### src/include/ioh_cfg.svh
// constants for the io status and command handler
`ifndef IOH_CFG_SVH
`define IOH_CFG_SVH
`define IOH_CLK_HZ 125000000
`define IOH_TICK_MS 500
`define IOH_TICK_CYC ((`IOH_CLK_HZ / 1000) * `IOH_TICK_MS)
`define IOH_PERIOD_MAX 3600
`define IOH_MAX_ADJ 10
`define IOH_ST_VALID 3'h0
`define IOH_ST_PEND 3'h1
`define IOH_ST_HIGH 3'h2
`define IOH_ST_LOW 3'h3
`define IOH_ST_ERR 3'h4
`define IOH_MODE_MANUAL 3'h0
`define IOH_MODE_TON 3'h1
`define IOH_MODE_TOFF 3'h2
`define IOH_CNT_OFF 2'h0
`define IOH_CNT_RISE 2'h1
`define IOH_CNT_FALL 2'h2
`define IOH_CNT_BOTH 2'h3
`define IOH_UNIT_C 8'h43
`define IOH_UNIT_F 8'h46
`define IOH_UNIT_K 8'h4B
`define IOH_CH_0 8'h30
`define IOH_CH_1 8'h31
`endif

### src/include/ioh_pkg.sv
// types for the io status and command handler
package ioh_pkg;
    typedef enum logic [7:0] {
        IOH_CMD_NONE = 8'h00,
        IOH_CMD_ON = 8'h01,
        IOH_CMD_OFF = 8'h02,
        IOH_CMD_INV = 8'h04,
        IOH_CMD_PULSE = 8'h08,
        IOH_CMD_SUB = 8'h10,
        IOH_CMD_CLR = 8'h20,
        IOH_CMD_ALL_ON = 8'h40,
        IOH_CMD_BULK = 8'h80
    } ioh_cmd_t;
    typedef struct packed {
        ioh_cmd_t op;
        logic [7:0] idx;
        logic [7:0] dur;
        logic [15:0] amount;
        logic auth_ok;
    } ioh_req_t;
    typedef enum logic [1:0] {
        IOH_TS_IDLE = 2'b01,
        IOH_TS_HOLD = 2'b10
    } ioh_tstate_t;
endpackage

### src/rtl/ioh_handler.sv
// io status reporting and command execution core
// Summary of operation
// - input state code: 0 valid, 1 pending, 4 detection failure.
// - output state code: 0 valid, 1 pending, 4 detection failure.
// - output mode: 0 manual, 1 timed on, 2 timed off, 3-6 temperature.
// - thermometer state: 0 valid, 1 before first reading, 4 sensor error.
// - unit reported as ASCII C, F or K.
// - periodic report every configured seconds, at most 3600.
// - report at once when a monitored point changes.
// - report carries one 0/1 character per input and per output.
// - temperature state 0 valid,1 pending,2 high,3 low,4 error.
// - report carries one counter per input, indices from one.
// - bulk 0 switches off, 1 on, only in manual mode.
// - X leaves output unchanged; partner uses X under temperature control.
// - counter parameter subtracts, partner never exceeds current count.
// - at most ten counter adjusts per instruction, rest ignored.
// - switch on closes output, optional 1-255 half-second hold.
// - switch off opens output, optional 1-255 half-second hold.
// - invert toggles the indexed output.
// - pulse starts the preconfigured pulse on the indexed output.
// - single adjust subtracts amount from indexed counter.
// - reset-all clears every counter at once.
// - all-on switches every output on together.
// - commands without valid credentials are rejected when credentials set.
// - all-output commands act only if every output is manual.
// - counter mode 0 off, 1 rising, 2 falling, 3 both.
// - counters hold up to 65535.
`timescale 1ns/1ps
`include "ioh_cfg.svh"
module ioh_handler #(
    parameter int N_IN = 8,
    parameter int N_OUT = 8,
    parameter int TICK_CYC = `IOH_TICK_CYC
) (
    input wire logic clk, // system clock
    input wire logic sys_rst, // synchronous reset
    input wire logic [N_IN-1:0] in_val, // input levels
    input wire logic [N_IN-1:0] in_fail, // input detection failure
    input wire logic [N_OUT-1:0] out_fail, // output detection failure
    input wire logic [2*N_IN-1:0] cnt_mode, // per-input counter modes
    input wire logic [3*N_OUT-1:0] out_mode, // per-output modes
    input wire logic [8*N_OUT-1:0] pulse_len, // preconfigured pulse lengths
    input wire logic [N_IN-1:0] in_mon_en, // input change monitoring
    input wire logic [N_OUT-1:0] out_mon_en, // output change monitoring
    input wire logic per_en, // periodic reporting enable
    input wire logic [11:0] per_sec, // report interval in seconds
    input wire logic cred_set, // credentials configured
    input wire logic [1:0] unit_sel, // 0 C, 1 F, 2 K
    input wire logic temp_done, // first measurement complete
    input wire logic temp_err, // sensor error
    input wire logic signed [15:0] temp_reading, // measured temperature
    input wire logic signed [15:0] low_temp_limit, // lower limit
    input wire logic signed [15:0] high_temp_limit, // upper limit
    input wire ioh_pkg::ioh_req_t req, // command request
    input wire logic req_valid, // request strobe
    input wire logic [2*N_OUT-1:0] bulk_codes, // bulk codes: 0 off,1 on,2 keep
    input wire logic adj_start, // start of counter-adjust instruction
    output logic req_done, // command executed pulse
    output logic req_rej, // command rejected pulse
    output logic [N_OUT-1:0] out_state, // output drive, 1 closed
    output logic [8*N_IN-1:0] ins_chars, // report input characters
    output logic [8*N_OUT-1:0] outs_chars, // report output characters
    output logic [3*N_IN-1:0] in_sts, // input state codes
    output logic [3*N_OUT-1:0] out_sts, // output state codes
    output logic [2:0] therm_sts, // thermometer state code
    output logic [2:0] temp_sts, // reported temperature state
    output logic [7:0] unit_char, // unit letter
    output logic [16*N_IN-1:0] cnt_vals, // counters, input 1 lowest
    output logic report // report request pulse
);
    import ioh_pkg::*;
    ////////////////////////////////////////////////////////////////////////////
    // time base
    logic [$clog2(TICK_CYC+1)-1:0] div_reg;
    logic half_tick;
    logic sec_phase_reg;
    logic [11:0] sec_cnt_reg;
    assign half_tick = (div_reg == ($clog2(TICK_CYC+1))'(TICK_CYC - 1));
    always_ff @(posedge clk) begin
        if (sys_rst || half_tick) begin
            div_reg <= '0;
        end else begin
            div_reg <= div_reg + 1'b1;
        end
    end
    ////////////////////////////////////////////////////////////////////////////
    // status codes
    logic [N_IN-1:0] in_seen_reg;
    logic [N_IN-1:0] in_prev_reg;
    logic [N_OUT-1:0] out_prev_reg;
    logic out_seen_reg;
    assign therm_sts = temp_err ? `IOH_ST_ERR : (temp_done ? `IOH_ST_VALID : `IOH_ST_PEND);
    wire temp_hi = temp_reading > high_temp_limit;
    wire temp_lo = temp_reading < low_temp_limit;
    assign temp_sts = temp_err ? `IOH_ST_ERR : !temp_done ? `IOH_ST_PEND :
                      temp_hi ? `IOH_ST_HIGH : temp_lo ? `IOH_ST_LOW : `IOH_ST_VALID;
    assign unit_char = (unit_sel == 2'h1) ? `IOH_UNIT_F : (unit_sel == 2'h2) ? `IOH_UNIT_K : `IOH_UNIT_C;
    ////////////////////////////////////////////////////////////////////////////
    // authorisation and decoding
    wire auth = !cred_set || req.auth_ok;
    wire go = req_valid && auth;
    logic all_manual;
    always_comb begin
        all_manual = 1'b1;
        for (int k = 0; k < N_OUT; k++) begin
            if (out_mode[3*k +: 3] != `IOH_MODE_MANUAL) begin
                all_manual = 1'b0;
            end
        end
    end
    wire all_ok = all_manual;
    wire is_all = (req.op == IOH_CMD_ALL_ON) || (req.op == IOH_CMD_BULK);
    wire blocked = is_all && !all_ok;
    wire [7:0] id0 = req.idx - 8'h01;
    logic [3:0] adj_cnt_reg;
    wire adj_room = adj_start || (adj_cnt_reg < 4'(`IOH_MAX_ADJ));
    wire sub_ok = (req.op != IOH_CMD_SUB) || adj_room;
    wire exec = go && !blocked && sub_ok;
    wire sub_take = go && req.op == IOH_CMD_SUB;
    always_ff @(posedge clk) begin
        if (sys_rst) begin
            adj_cnt_reg <= '0;
        end else if (adj_start) begin
            adj_cnt_reg <= {3'h0, sub_take}; // an adjust in the opening cycle is the first of the new instruction
        end else if (sub_take && adj_room) begin
            adj_cnt_reg <= adj_cnt_reg + 4'h1;
        end
    end
    always_ff @(posedge clk) begin
        if (sys_rst) begin
            req_done <= 1'b0;
            req_rej <= 1'b0;
        end else begin
            req_done <= exec;
            req_rej <= req_valid && !exec;
        end
    end
    ////////////////////////////////////////////////////////////////////////////
    // per-input counters
    logic [N_IN-1:0] in_chg;
    genvar gi;
    generate
        for (gi = 0; gi < N_IN; gi++) begin : g_in
            logic [15:0] cnt_reg;
            logic [15:0] cnt_next;
            logic [15:0] sub_amt;
            wire rise = in_val[gi] && !in_prev_reg[gi];
            wire fall = !in_val[gi] && in_prev_reg[gi];
            wire [1:0] md = cnt_mode[2*gi +: 2];
            wire hit = (md == `IOH_CNT_RISE && rise) || (md == `IOH_CNT_FALL && fall) ||
                       (md == `IOH_CNT_BOTH && (rise || fall));
            wire sel = exec && req.op == IOH_CMD_SUB && id0 == 8'(gi);
            assign sub_amt = sel ? req.amount : 16'h0000;
            always_comb begin
                cnt_next = cnt_reg - sub_amt;
                if (hit && cnt_next != 16'hFFFF) begin
                    cnt_next = cnt_next + 16'h0001;
                end
                if (exec && req.op == IOH_CMD_CLR) begin
                    cnt_next = 16'h0000;
                end
            end
            always_ff @(posedge clk) begin
                if (sys_rst) begin
                    cnt_reg <= 16'h0000;
                end else begin
                    cnt_reg <= cnt_next;
                end
            end
            assign cnt_vals[16*gi +: 16] = cnt_reg;
            assign ins_chars[8*gi +: 8] = in_val[gi] ? `IOH_CH_1 : `IOH_CH_0;
            assign in_sts[3*gi +: 3] = in_fail[gi] ? `IOH_ST_ERR :
                                       (in_seen_reg[gi] ? `IOH_ST_VALID : `IOH_ST_PEND);
            assign in_chg[gi] = in_mon_en[gi] && (rise || fall);
            AST_CNT_NO_WRAP: assert property (@(posedge clk) disable iff (sys_rst)
                (hit && !sel && !(exec && req.op == IOH_CMD_CLR)) |=> (cnt_reg != 16'h0000))
                else $error("counter wrapped on a counted edge");
        end
    endgenerate
    always_ff @(posedge clk) begin
        if (sys_rst) begin
            in_prev_reg <= in_val; // pin level taken in reset, so no false edge after release
            in_seen_reg <= '0;
            out_seen_reg <= 1'b0;
            out_prev_reg <= '0;
        end else begin
            in_prev_reg <= in_val;
            in_seen_reg <= '1;
            out_seen_reg <= 1'b1;
            out_prev_reg <= out_state;
        end
    end
    ////////////////////////////////////////////////////////////////////////////
    // outputs with timed holds
    genvar go_i;
    generate
        for (go_i = 0; go_i < N_OUT; go_i++) begin : g_out
            ioh_tstate_t ts_reg;
            logic [7:0] tm_reg;
            logic st_reg;
            wire [2:0] md = out_mode[3*go_i +: 3];
            wire manual = (md == `IOH_MODE_MANUAL);
            wire me = exec && id0 == 8'(go_i);
            wire [1:0] bc = bulk_codes[2*go_i +: 2];
            wire expire = (ts_reg == IOH_TS_HOLD) && half_tick && tm_reg == 8'h01;
            wire pls_on = (md == `IOH_MODE_TOFF) ? 1'b0 : 1'b1;
            wire pls_go = me && req.op == IOH_CMD_PULSE && pulse_len[8*go_i +: 8] != 8'h00;
            always_ff @(posedge clk) begin
                if (sys_rst) begin
                    st_reg <= 1'b0;
                    tm_reg <= 8'h00;
                    ts_reg <= IOH_TS_IDLE;
                end else if (me && (req.op == IOH_CMD_ON || req.op == IOH_CMD_OFF)) begin
                    st_reg <= (req.op == IOH_CMD_ON);
                    tm_reg <= req.dur;
                    ts_reg <= (req.dur != 8'h00) ? IOH_TS_HOLD : IOH_TS_IDLE;
                end else if (pls_go) begin
                    st_reg <= pls_on;
                    tm_reg <= pulse_len[8*go_i +: 8];
                    ts_reg <= IOH_TS_HOLD;
                end else if (me && req.op == IOH_CMD_INV) begin
                    st_reg <= !st_reg;
                    ts_reg <= IOH_TS_IDLE;
                end else if (exec && req.op == IOH_CMD_ALL_ON) begin
                    st_reg <= 1'b1;
                    ts_reg <= IOH_TS_IDLE;
                end else if (exec && req.op == IOH_CMD_BULK && manual && bc != 2'h2) begin
                    st_reg <= bc[0];
                    ts_reg <= IOH_TS_IDLE;
                end else begin
                    case (ts_reg)
                        IOH_TS_IDLE: begin
                            tm_reg <= 8'h00;
                        end
                        IOH_TS_HOLD: begin
                            if (expire) begin
                                st_reg <= !st_reg;
                                tm_reg <= 8'h00;
                                ts_reg <= IOH_TS_IDLE;
                            end else if (half_tick) begin
                                tm_reg <= tm_reg - 8'h01;
                            end
                        end
                        default: begin
                            ts_reg <= IOH_TS_IDLE;
                        end
                    endcase
                end
            end
            assign out_state[go_i] = st_reg;
            assign outs_chars[8*go_i +: 8] = st_reg ? `IOH_CH_1 : `IOH_CH_0;
            assign out_sts[3*go_i +: 3] = out_fail[go_i] ? `IOH_ST_ERR :
                                          (out_seen_reg ? `IOH_ST_VALID : `IOH_ST_PEND);
        end
    endgenerate
    ////////////////////////////////////////////////////////////////////////////
    // report scheduling
    wire out_chg = |(out_mon_en & (out_state ^ out_prev_reg));
    wire [11:0] per_lim = (per_sec > 12'(`IOH_PERIOD_MAX)) ? 12'(`IOH_PERIOD_MAX) : per_sec;
    wire sec_tick = half_tick && sec_phase_reg;
    wire per_fire = per_en && sec_tick && per_lim != 12'h000 && (sec_cnt_reg + 12'h001 >= per_lim);
    always_ff @(posedge clk) begin
        if (sys_rst) begin
            sec_phase_reg <= 1'b0;
            sec_cnt_reg <= 12'h000;
            report <= 1'b0;
        end else begin
            if (half_tick) begin
                sec_phase_reg <= !sec_phase_reg;
            end
            if (!per_en || per_fire) begin
                sec_cnt_reg <= 12'h000;
            end else if (sec_tick) begin
                sec_cnt_reg <= sec_cnt_reg + 12'h001;
            end
            report <= per_fire || (|in_chg) || out_chg;
        end
    end
    ////////////////////////////////////////////////////////////////////////////
    // checks
    AST_REJ_NOAUTH: assert property (@(posedge clk) disable iff (sys_rst)
        (req_valid && cred_set && !req.auth_ok) |=> (req_rej && !req_done))
        else $error("unauthorised command not rejected");
    AST_CLR_ALL: assert property (@(posedge clk) disable iff (sys_rst)
        (exec && req.op == IOH_CMD_CLR && in_val == in_prev_reg) |=> (cnt_vals == '0))
        else $error("counters not cleared");
    AST_ALL_ON: assert property (@(posedge clk) disable iff (sys_rst)
        (go && req.op == IOH_CMD_ALL_ON && all_manual) |=> (out_state == '1))
        else $error("all-on failed");
    AST_ALL_BLOCK: assert property (@(posedge clk) disable iff (sys_rst)
        (req_valid && is_all && !all_manual) |=> req_rej)
        else $error("all-output command not blocked");
    AST_ADJ_LIMIT: assert property (@(posedge clk) disable iff (sys_rst)
        (adj_cnt_reg == 4'(`IOH_MAX_ADJ) && !adj_start && req_valid && req.op == IOH_CMD_SUB) |=> req_rej)
        else $error("eleventh adjust processed");
    AST_REPORT_CHG: assert property (@(posedge clk) disable iff (sys_rst)
        (|in_chg) |=> report)
        else $error("change not reported");
    AST_TEMP_HI: assert property (@(posedge clk) disable iff (sys_rst)
        (!temp_err && temp_done && temp_reading > high_temp_limit) |-> (temp_sts == `IOH_ST_HIGH))
        else $error("high temperature state wrong");
    AST_ON_CMD: assert property (@(posedge clk) disable iff (sys_rst)
        (exec && req.op == IOH_CMD_ON && req.idx == 8'h01) |=> out_state[0])
        else $error("switch-on failed");
    AST_OFF_CMD: assert property (@(posedge clk) disable iff (sys_rst)
        (exec && req.op == IOH_CMD_OFF && req.idx == 8'h01) |=> !out_state[0])
        else $error("switch-off failed");
endmodule // ioh_handler

### config.mk
export PLATFORM = sky130hd
export DESIGN_NAME = ioh_handler
export DESIGN_NICKNAME = d
export VERILOG_FILES = /design/src/include/ioh_pkg.sv /design/src/rtl/ioh_handler.sv
export VERILOG_INCLUDE_DIRS = /design/src /design/src/include
export SDC_FILE = /design/constraint.sdc
export NUM_CORES = 1
export LEC_CHECK = 0
export ABC_AREA = 1
export BUFFER_PORTS_ARGS = -buffer_cell sky130_fd_sc_hd__buf_2
export CAP_MARGIN = 10
export CORE_MARGIN = 2
export CORE_UTILIZATION = 53
export CTS_BUF_LIST = sky130_fd_sc_hd__clkbuf_8
export DETAILED_ROUTE_END_ITERATION = 12
export PLACE_DENSITY = 0.81
export SLEW_MARGIN = 25
export SYNTH_ARGS = -nofsm -noshare
export SYNTH_HDL_FRONTEND = slang
export SYNTH_SLANG_ARGS = --single-unit
### constraint.sdc
create_clock -name clk -period 4.2 [get_ports clk]
set_input_delay 0.84 -clock clk [delete_from_list [all_inputs] [get_ports clk]]
set_output_delay 0.84 -clock clk [all_outputs]
set_load 0.01 [all_outputs]
## Word-level counts from Yosys, hierarchy flattened

Index checks and enable logic that the tools add are counted.
W data, S select, Z words.

| word-level totals | value |
|---|---|
| flip-flop bits (word level) | 287 |
| input bits | 271 |
| output and inout port bits | 329 |
| logic and storage cells | 776 |

| operators by class | value |
|---|---|
| $add $sub $neg | 28 |
| $lt $le $gt $ge | 5 |
| eq/ne operators | 139 |
| muxes and demuxes | 263 |
| bitwise gates (word level) | 2 |
| reduce and logical (&&, ||, !) cells | 295 |

Operators by type and width:

| operator | number |
|---|---|
| $mux W8 | 57 |
| $mux W16 | 16 |
| $logic_and A1 B1 Y1 | 151 |
| $add A16 B1 Y16 const B | 8 |
| $ne A16 B16 Y1 const B | 8 |
| $pmux W8 S2 | 8 |
| $sub A16 B16 Y16 | 8 |
| $mux W2 | 52 |
| $mux W1 | 101 |
| $reduce_bool A6 Y1 | 16 |
| $eq A8 B1 Y1 const B | 10 |
| $reduce_bool A8 Y1 | 9 |
| $sub A8 B1 Y8 const B | 9 |
| $mux W3 | 18 |
| $ne A3 B3 Y1 const B | 17 |
| $eq A2 B2 Y1 const B | 25 |
| $ne A7 B4 Y1 const B | 7 |
| $ne A6 B6 Y1 const B | 8 |
| $eq A8 B3 Y1 const B | 5 |
| $ne A5 B4 Y1 const B | 8 |
| $reduce_and A5 Y1 | 8 |
| $eq A2 B1 Y1 const B | 17 |
| $logic_or A1 B1 Y1 | 33 |
| $pmux W2 S2 | 8 |
| other kinds (34) | 125 |

## Longest topological paths before layout

Gate-level depths: netlist of the first run.

| depth | value |
|---|---|
| depth in word-level cells | 22 |
| depth in mapped cells | 27 |
| mapped depth without buffers | 26 |

## Worst setup path after synthesis of the first run

OpenSTA, ideal clock, no wires.

| timing | value |
|---|---|
| path type | input-to-reg |
| start point | in req[34] (netlist name) |
| end point | reg g_in[0].cnt_reg[8] |
| library setup time | 70 ps |
| arrival time | 4142 ps |
| required time | 4130 ps |
| slack | -12 ps |
| stages | 24 |
| buffers on the path | 2 |
| cells stage by stage | nor2_2 -> nand2_2 -> nor2_2 -> nand2_1 -> inv_1 -> nand2_4 -> nor2_4 -> buf_1 -> nand2_1 -> fa_1 -> ha_1 -> inv_1 -> nor2_1 -> nand3_1 -> nor2_1 -> nand3_1 -> nor2_1 -> nand4_1 -> nor2_2 -> nand4_4 -> nand2_2 -> buf_6 -> nand2_1 -> a21oi_1 |

| between the ends | value |
|---|---|
| longest elaborated chain between the ends | 13 |
| elaborated cells on any way between the ends | 21 |
| those cells by class | add/sub: 2; eq/ne: 6; mux: 2; reduce/logical: 11 |

Ends and longest elaborated chain:

| item | line | text |
|---|---|---|
| start, declared | ioh_handler.sv:54 | `input wire ioh_pkg::ioh_req_t req,` |
| branches (longest 13 deep; another with $sub A16 B16 Y16) | n/a |  |
| end signal, assigned | ioh_handler.sv:167 | `cnt_reg <= cnt_next;` |
| end, declared | ioh_handler.sv:144 | `logic [15:0] cnt_reg;` |

Several ways; the timed one is not identified.
A chain may end at the register's enable or synchronous reset.

## Final worst setup path of the first run

| timing | value |
|---|---|
| start point | in req[34] (netlist name) |
| end point | reg g_in[6].cnt_reg[11] |

| between the ends | value |
|---|---|
| longest elaborated chain between the ends | 13 |
| elaborated cells on any way between the ends | 21 |
| those cells by class | add/sub: 2; eq/ne: 6; mux: 2; reduce/logical: 11 |

Ends and longest elaborated chain:

| item | line |
|---|---|
| branches (longest 13 deep; another with $sub A16 B16 Y16) | n/a |
| end signal, assigned | ioh_handler.sv:167 |
| end, declared | ioh_handler.sv:144 |

Several ways; the timed one is not identified.

==> flow_summary_export.csv, run 1 <==
group,metric,value,unit
sta,worstMarginPinSlew,960.0,ps
layout,syn_to_final_growth,25.28,%
flow_run,maxCapViolCount,0,
detailed_routing,ant_nets,0,
clock_network,cts_tree,"built",
floorplanning,core,54130,um^2
critical_path,cp_slowest_stage_delay,510,ps
pwr,p_comb_share,69.0,%
sta,maxSlewHeadroom,35.76,%
sta,period_needed,3939,ps
yosys,ys_types,59,
placed_design,place_congestion,1.006,
yosys,synth-edff-count,0,
clock_network,numCtsBuffers,52,
yosys,yosysWarnings,0,
yosys,synthSimpleGateAreaFrac,40.95,%
yosys,avgSynthCellArea,5.978,um^2
clock_network,cts_htree_levels,2,
clock_network,cts.path.max_buffers,3,
yosys,muxShareOfSynthArea,0.2405,%
detailed_routing,drtIter0Drc,2735,
pwr,p_switching,9617,uW
critical_path,endpoint_kind,"flip-flop",
critical_path,worst_ep_required_time,4780,ps
clock_network,clock_tree.root_cell,"clkbuf_8",
pwr,power_density,550.3,nW/um^2
floorplanning,rows,85,
pwr,power.internal,10470,uW
yosys,syn_area,29140,um^2
yosys,ys_seq_elements,279,
floorplanning,num_io_pins,600,
pwr,clockPowerShare,14.1,%
layout,layout-drive-gt1-share,20.73,%
yosys,synthArstFlopShare,0,%
detailed_routing,drtPass1Iterations,6,
clock_network,cts_sinks,279,
pwr,fin_total_pwr,20090,uW
global_route,overflow,0,
status,outcome,"finished, final reports clean",
detailed_routing,vias,34940,
yosys,yosysSeqAreaShare,19.17,%
clock_network,clk_pin_slew,60,ps
floorplanning,die_h,238.5,um
critical_path,cp-start-kind,"primary input",
sta,fin_skew,36.99,ps
min_path,hold_path_class,"in2reg",
critical_path,worst_path_max_delay_cell,"fa_1",
yosys,synth_xor_xnor_area_share,4.440,%
sta,setup_viol,0,
critical_path,crit_type,"in2reg",
floorplanning,die_w,238.5,um
sta,finalHoldViolations,0,
global_route,grt_pass1_wl,158.5,mm
global_route,grt_pass1_vias,31810,
detailed_routing,routed_wl,102.1,mm
sta,fin_crit_sh,93.79,%
layout,largest_reg_flops,128,
critical_path,crit_fanout,7,
global_route,grt_max_degree,56,
sta,slew_violations,0,
detailed_routing,wire_per_inst,15.60,um
pwr,leakagePower,0.01992,uW
pwr,max-vdd-ir-drop,338.8,uV
yosys,synthAdderAreaFrac,10.43,%
detailed_routing,vias_per_cell,5.339,
yosys,ys.flop_type,"dfxtp_1",
critical_path,worst_ep_arrival_time,4520,ps
placed_design,numPortBuffers,465,
global_route,grtUsageTotal,34.20,%
layout,final_core_util,67.43,%
yosys,synth_cells,4874,
floorplanning,start_util,53.82,%
global_route,antenna_found_initial,9,
layout,nets,6313,
yosys,synth_top_family_by_area,"simple AND/OR/NAND/NOR gates",
placed_design,hpwlAfterDp,81.57,mm
critical_path,worst_path_most_repeated_cell,"nand2_1",
pwr,p_seq_share,16.8,%
detailed_routing,drcViolationCount,0,
sta,hold_ws,332.0,ps
floorplanning,dieArea,56860,um^2
yosys,synth-compound-area-share,10.43,%
pwr,power_switching_share,47.87,%
sta,fmax,0.2539,GHz
clock_network,clkLatencyLatePin,670,ps
-- final timing paths --
check                       from                   to  slack (ps)  depth (start not counted)
setup / recovery         req[34]  g_in[6].cnt_reg[11]         260                         25
hold / removal         in_val[3]       in_prev_reg[3]         330                          1
setup reg to reg  adj_cnt_reg[1]  g_in[7].cnt_reg[15]         500                         23
hold reg to reg       div_reg[0]           div_reg[0]         450                          1
-- timing repair --
| action | 4_1_cts | 5_1_grt |
|---|---|---|
| gates resized for setup | 0 | 12 |
| hold buffers | 0 | 0 |
| setup buffers | 0 | 2 |
| endpoints found under the setup margin | 0 | 38 |
-- metrics by stage --
stage                     setup slack (ps)  instances  instance area, um^2  setup TNS (ps)
after floorplan                      113.8       5006                29630               0
after global placement              -339.8       6444                35350          -19220
after detailed placement            -473.5       6444                35350          -30980
after CTS                            210.5       6536                36420               0
after global routing                -5.813       6539                36490          -5.813
final                                260.7       6544                36500               0
-- cells in the final DEF, fill, tap and decap left out, drive strengths merged, types with 15 or more instances in the layout --
master and count:
nand3 489, dfxtp 279, clkbuf 64, nor3 88
o21ai 155, nand2 1393, buf 1015, inv 648
nor4 36, xor2 119, conb 134, nand3b 18
a21oi 318, nor2 545, nand4 140, xnor2 27
o211ai 17, ha 230, o21a 15
-- synth_stat cells (all sizes together), types with 27 or more instances --
master | instances | area share, %
xor2 | 119 | 3.6
buf | 228 | 5.6
inv | 633 | 8.2
nand4 | 140 | 3.3
nand3 | 489 | 8.5
nor3 | 88 | 1.5
nor2 | 545 | 7.4
o21ai | 155 | 2.8
nand2 | 1393 | 18
dfxtp | 279 | 19
ha | 230 | 9.9
nor4 | 36 | 0.77
clkbuf | 43 | 0.56
a21oi | 318 | 5.5
xnor2 | 27 | 0.81
-- power by group through the flow --
| stage | Clock [uW] | Combinational, uW | Sequential, uW |
|---|---|---|---|
| floorplan | 0 | 7940 | 3440 |
| global placement | 0 | 13200 | 3420 |
| detailed placement | 0 | 13500 | 3420 |
| CTS | 2870 | 13600 | 3360 |
| global route | 2970 | 15400 | 3390 |
| finish | 2840 | 13900 | 3380 |
-- worst max-delay path: cells and delay by family --
family	cells	cell delay (ps)
xor+xnor	1	240
simple gates	15	1680
buf+inv	7	1090
compound gates	1	150
fa+ha+maj	1	510
-- cell families after synthesis --
| family | count (synthesis) |
|---|---|
| other | 2 |
| multiplexers | 7 |
| buffers and inverters | 908 |
| AO/OA/AOI/OAI | 554 |
| flip-flops | 279 |
| XOR/XNOR | 146 |
| adder cells (fa/ha/maj) | 238 |
| AND/OR/NAND/NOR | 2740 |
-- area by class of cell --
type,count,area [um^2]
multi-input combinational,3819,19970
sequential,279,5585
timing repair buffer,1015,6594
clock inverter,28,188.9
tap,696,870.8
fill,4956,17630
clock buffer,64,880.8
antenna,6,15.01
inverter,637,2394
-- metal layers --
metal  global-route usage (%)  vias to the layer above  part of all wire, %
li1                         -                    17400                    -
met1                    42.41                    15630                   40
met2                    56.93                     1583                   46
met3                    6.236                      314                  9.6
met4                    17.03                        8                  5.2
met5                        0                        -                0.048
Power figures use the tool's default switching activity.
==> run 2, diff against run 1 <==
--- a/config.mk
+++ b/config.mk
@@ -7,13 +7,15 @@
 export NUM_CORES = 1
 export LEC_CHECK = 0
 export ABC_AREA = 1
-export BUFFER_PORTS_ARGS = -buffer_cell sky130_fd_sc_hd__buf_2
 export CAP_MARGIN = 10
+export CELL_PAD_IN_SITES_DETAIL_PLACEMENT = 1
+export CELL_PAD_IN_SITES_GLOBAL_PLACEMENT = 1
 export CORE_MARGIN = 2
-export CORE_UTILIZATION = 53
+export CORE_UTILIZATION = 41
 export CTS_BUF_LIST = sky130_fd_sc_hd__clkbuf_8
 export DETAILED_ROUTE_END_ITERATION = 12
-export PLACE_DENSITY = 0.81
+export DONT_BUFFER_PORTS = 1
+export PLACE_DENSITY_LB_ADDON = 0.1
 export SLEW_MARGIN = 25
 export SYNTH_ARGS = -nofsm -noshare
 export SYNTH_HDL_FRONTEND = slang
==> run 2 against run 1 <==
Maximum frequency increased by 1.0%. Sequential cell count did not move. Final area shrank 6.1%. Largest cell class unchanged. Die area increased by 29%. Critical path type unchanged. Register-to-register slack worse by 150 ps. Combinational power decreased by 6%. Largest power group unchanged. Routed wire length increased by 17%.
==> flow_summary_export.csv, run 2 (same netlist as run 1, synthesis figures left out) <==
group,metric,value,unit
clock_network,numCtsBuffers,59,
critical_path,worst_ep_required_time,4820,ps
global_route,grt_max_degree,64,
placed_design,numPortBuffers,0,
sta,fin_skew,58.50,ps
critical_path,critPathTopFamily,"simple AND/OR/NAND/NOR gates",
critical_path,worst_path_max_delay_cell,"fa_1",
pwr,p_seq_share,18.2,%
pwr,p_comb_share,64.1,%
global_route,grt_pass1_vias,33430,
detailed_routing,vias_per_cell,5.284,
layout,final_cell_mix,"nand2_1, inv_1, nor2_1",
pwr,power.internal,10450,uW
floorplanning,dieArea,73210,um^2
clock_network,cts_htree_levels,2,
sta,finalHoldViolations,0,
floorplanning,die_h,270.6,um
placed_design,hpwlAfterDp,96.88,mm
floorplanning,rows,97,
layout,final_core_util,48.88,%
pwr,p_switching,9979,uW
sta,slew_violations,0,
detailed_routing,met1_length,52.69,mm
clock_network,hold_buffers,0,
detailed_routing,top_layer_used,"met5",
pwr,power_density,595.7,nW/um^2
detailed_routing,ant_nets,0,
clock_network,clock_tree.root_cell,"clkbuf_8",
critical_path,crit_chain,"clkinvlp_4, nand2_1, nor2_2, nand3_4, buf_4, nor2_2, nand2_1, buf_4, inv_2, nand2_1, fa_1, nand3_1, nand3_1, xor2_1, inv_1, nor2_1, nand3_1, nor2_2, nand4_4, nand2_4, nand2_1, a21oi_1",
sta,worstMarginPinSlew,888.0,ps
clock_network,clkLatencyLatePin,730,ps
critical_path,cp_slowest_stage_delay,480,ps
detailed_routing,drcViolationCount,0,
floorplanning,num_io_pins,600,
sta,setup_viol,0,
layout,nets,5790,
pwr,fin_total_pwr,20420,uW
status,outcome,"finished, final reports clean",
floorplanning,start_util,41.53,%
layout,layout-drive-gt1-share,13.23,%
clock_network,cts_tree,"built",
critical_path,worst_path_most_repeated_cell,"nand2_1",
sta,hold_ws,134.7,ps
critical_path,crit_fanout,15,
floorplanning,die_w,270.6,um
layout,syn_to_final_growth,17.68,%
sta,fmax,0.2564,GHz
pwr,power_switching_share,48.86,%
sta,period_needed,3899,ps
global_route,grtUsageTotal,31.57,%
critical_path,worst_ep_arrival_time,4520,ps
detailed_routing,wl_met3,7.915,mm
layout,layout_commonest_cell,"nand2_1",
clock_network,cts.path.max_buffers,3,
global_route,grt_pass1_wl,185.3,mm
global_route,overflow,0,
sta,fin_crit_sh,92.84,%
detailed_routing,wire_per_inst,19.04,um
global_route,antenna_found_initial,5,
detailed_routing,vias,33140,
critical_path,cp-start-kind,"primary input",
critical_path,crit_type,"in2reg",
pwr,clockPowerShare,17.7,%
detailed_routing,drtPass1Iterations,5,
sta,rsz0062_at_grt,"no",
clock_network,clk_pin_slew,60,ps
detailed_routing,wl_met2,55.08,mm
floorplanning,core,70150,um^2
detailed_routing,drtIter0Drc,1823,
sta,maxSlewHeadroom,40.26,%
flow_run,maxCapViolCount,0,
critical_path,endpoint_kind,"flip-flop",
layout,largest_reg_flops,128,
clock_network,cts_sinks,279,
pwr,leakagePower,0.01771,uW
placed_design,place_congestion,0.9205,
pwr,max-vdd-ir-drop,372.8,uV
critical_path,path_buf_inv,5,
detailed_routing,routed_wl,119.4,mm
min_path,hold_path_class,"in2reg",
[run 2: cell types whose count changed in the layout (fill, tap and decap cells not counted), sizes merged, moves of 2 or more]
cell    change
bufinv      +6
clkbuf     +10
diode       -2
inv         -8
buf       -530
clkinv      +6
[run 2: power groups by stage]
stage	clock network, uW	registers [uW]	logic, uW
floorplan	0	3440	7940
global placement	0	3780	12500
detailed placement	0	3780	12900
CTS	3670	3720	13000
global route	3790	3750	14700
finish	3610	3720	13100
[run 2: metal layers]
layer | vias up | GRT usage (%)
met3 | 196 | 6.523
li1 | 16330 | -
met5 | - | 0
met2 | 765 | 53.25
met4 | 2 | 9.392
met1 | 15850 | 40.34
[run 2: repair_timing]
action / 4_1_cts / 5_1_grt
setup endpoints to repair: 22 / 80
resized for setup: 2 / 13
buffers inserted: 0 / 1
pin swaps: 0 / 1
[run 2: layout make-up]
class | count | area [um^2]
antenna | 4 | 10.01
clock buffer | 74 | 1018
clock inverter | 33 | 384.1
fill | 9998 | 35860
inverter | 637 | 2395
multi-input combinational | 3819 | 19980
sequential | 279 | 5585
tap | 940 | 1176
timing repair buffer | 485 | 3741
[run 2: per-stage QoR]
step | area (um^2) | instances | setup WS, ps | setup TNS, ps
after global routing | 34280 | 6270 | 15.28 | 0
after floorplan | 29630 | 5006 | 113.8 | 0
final | 34290 | 6271 | 300.6 | 0
after CTS | 34230 | 6266 | 67.43 | 0
after global placement | 32820 | 6159 | -730.0 | -44650
after detailed placement | 32820 | 6159 | -819.9 | -60000
[run 2: final timing paths]
kind                   from            endpoint  slack, ps  cells after the start
max reg2reg  adj_cnt_reg[1]  g_in[4].cnt_reg[6]        350                     23
min reg2reg      div_reg[0]          div_reg[0]        450                      1
max                 req[31]  g_in[2].cnt_reg[3]        300                     22
min               in_val[3]      in_prev_reg[3]        130                      0
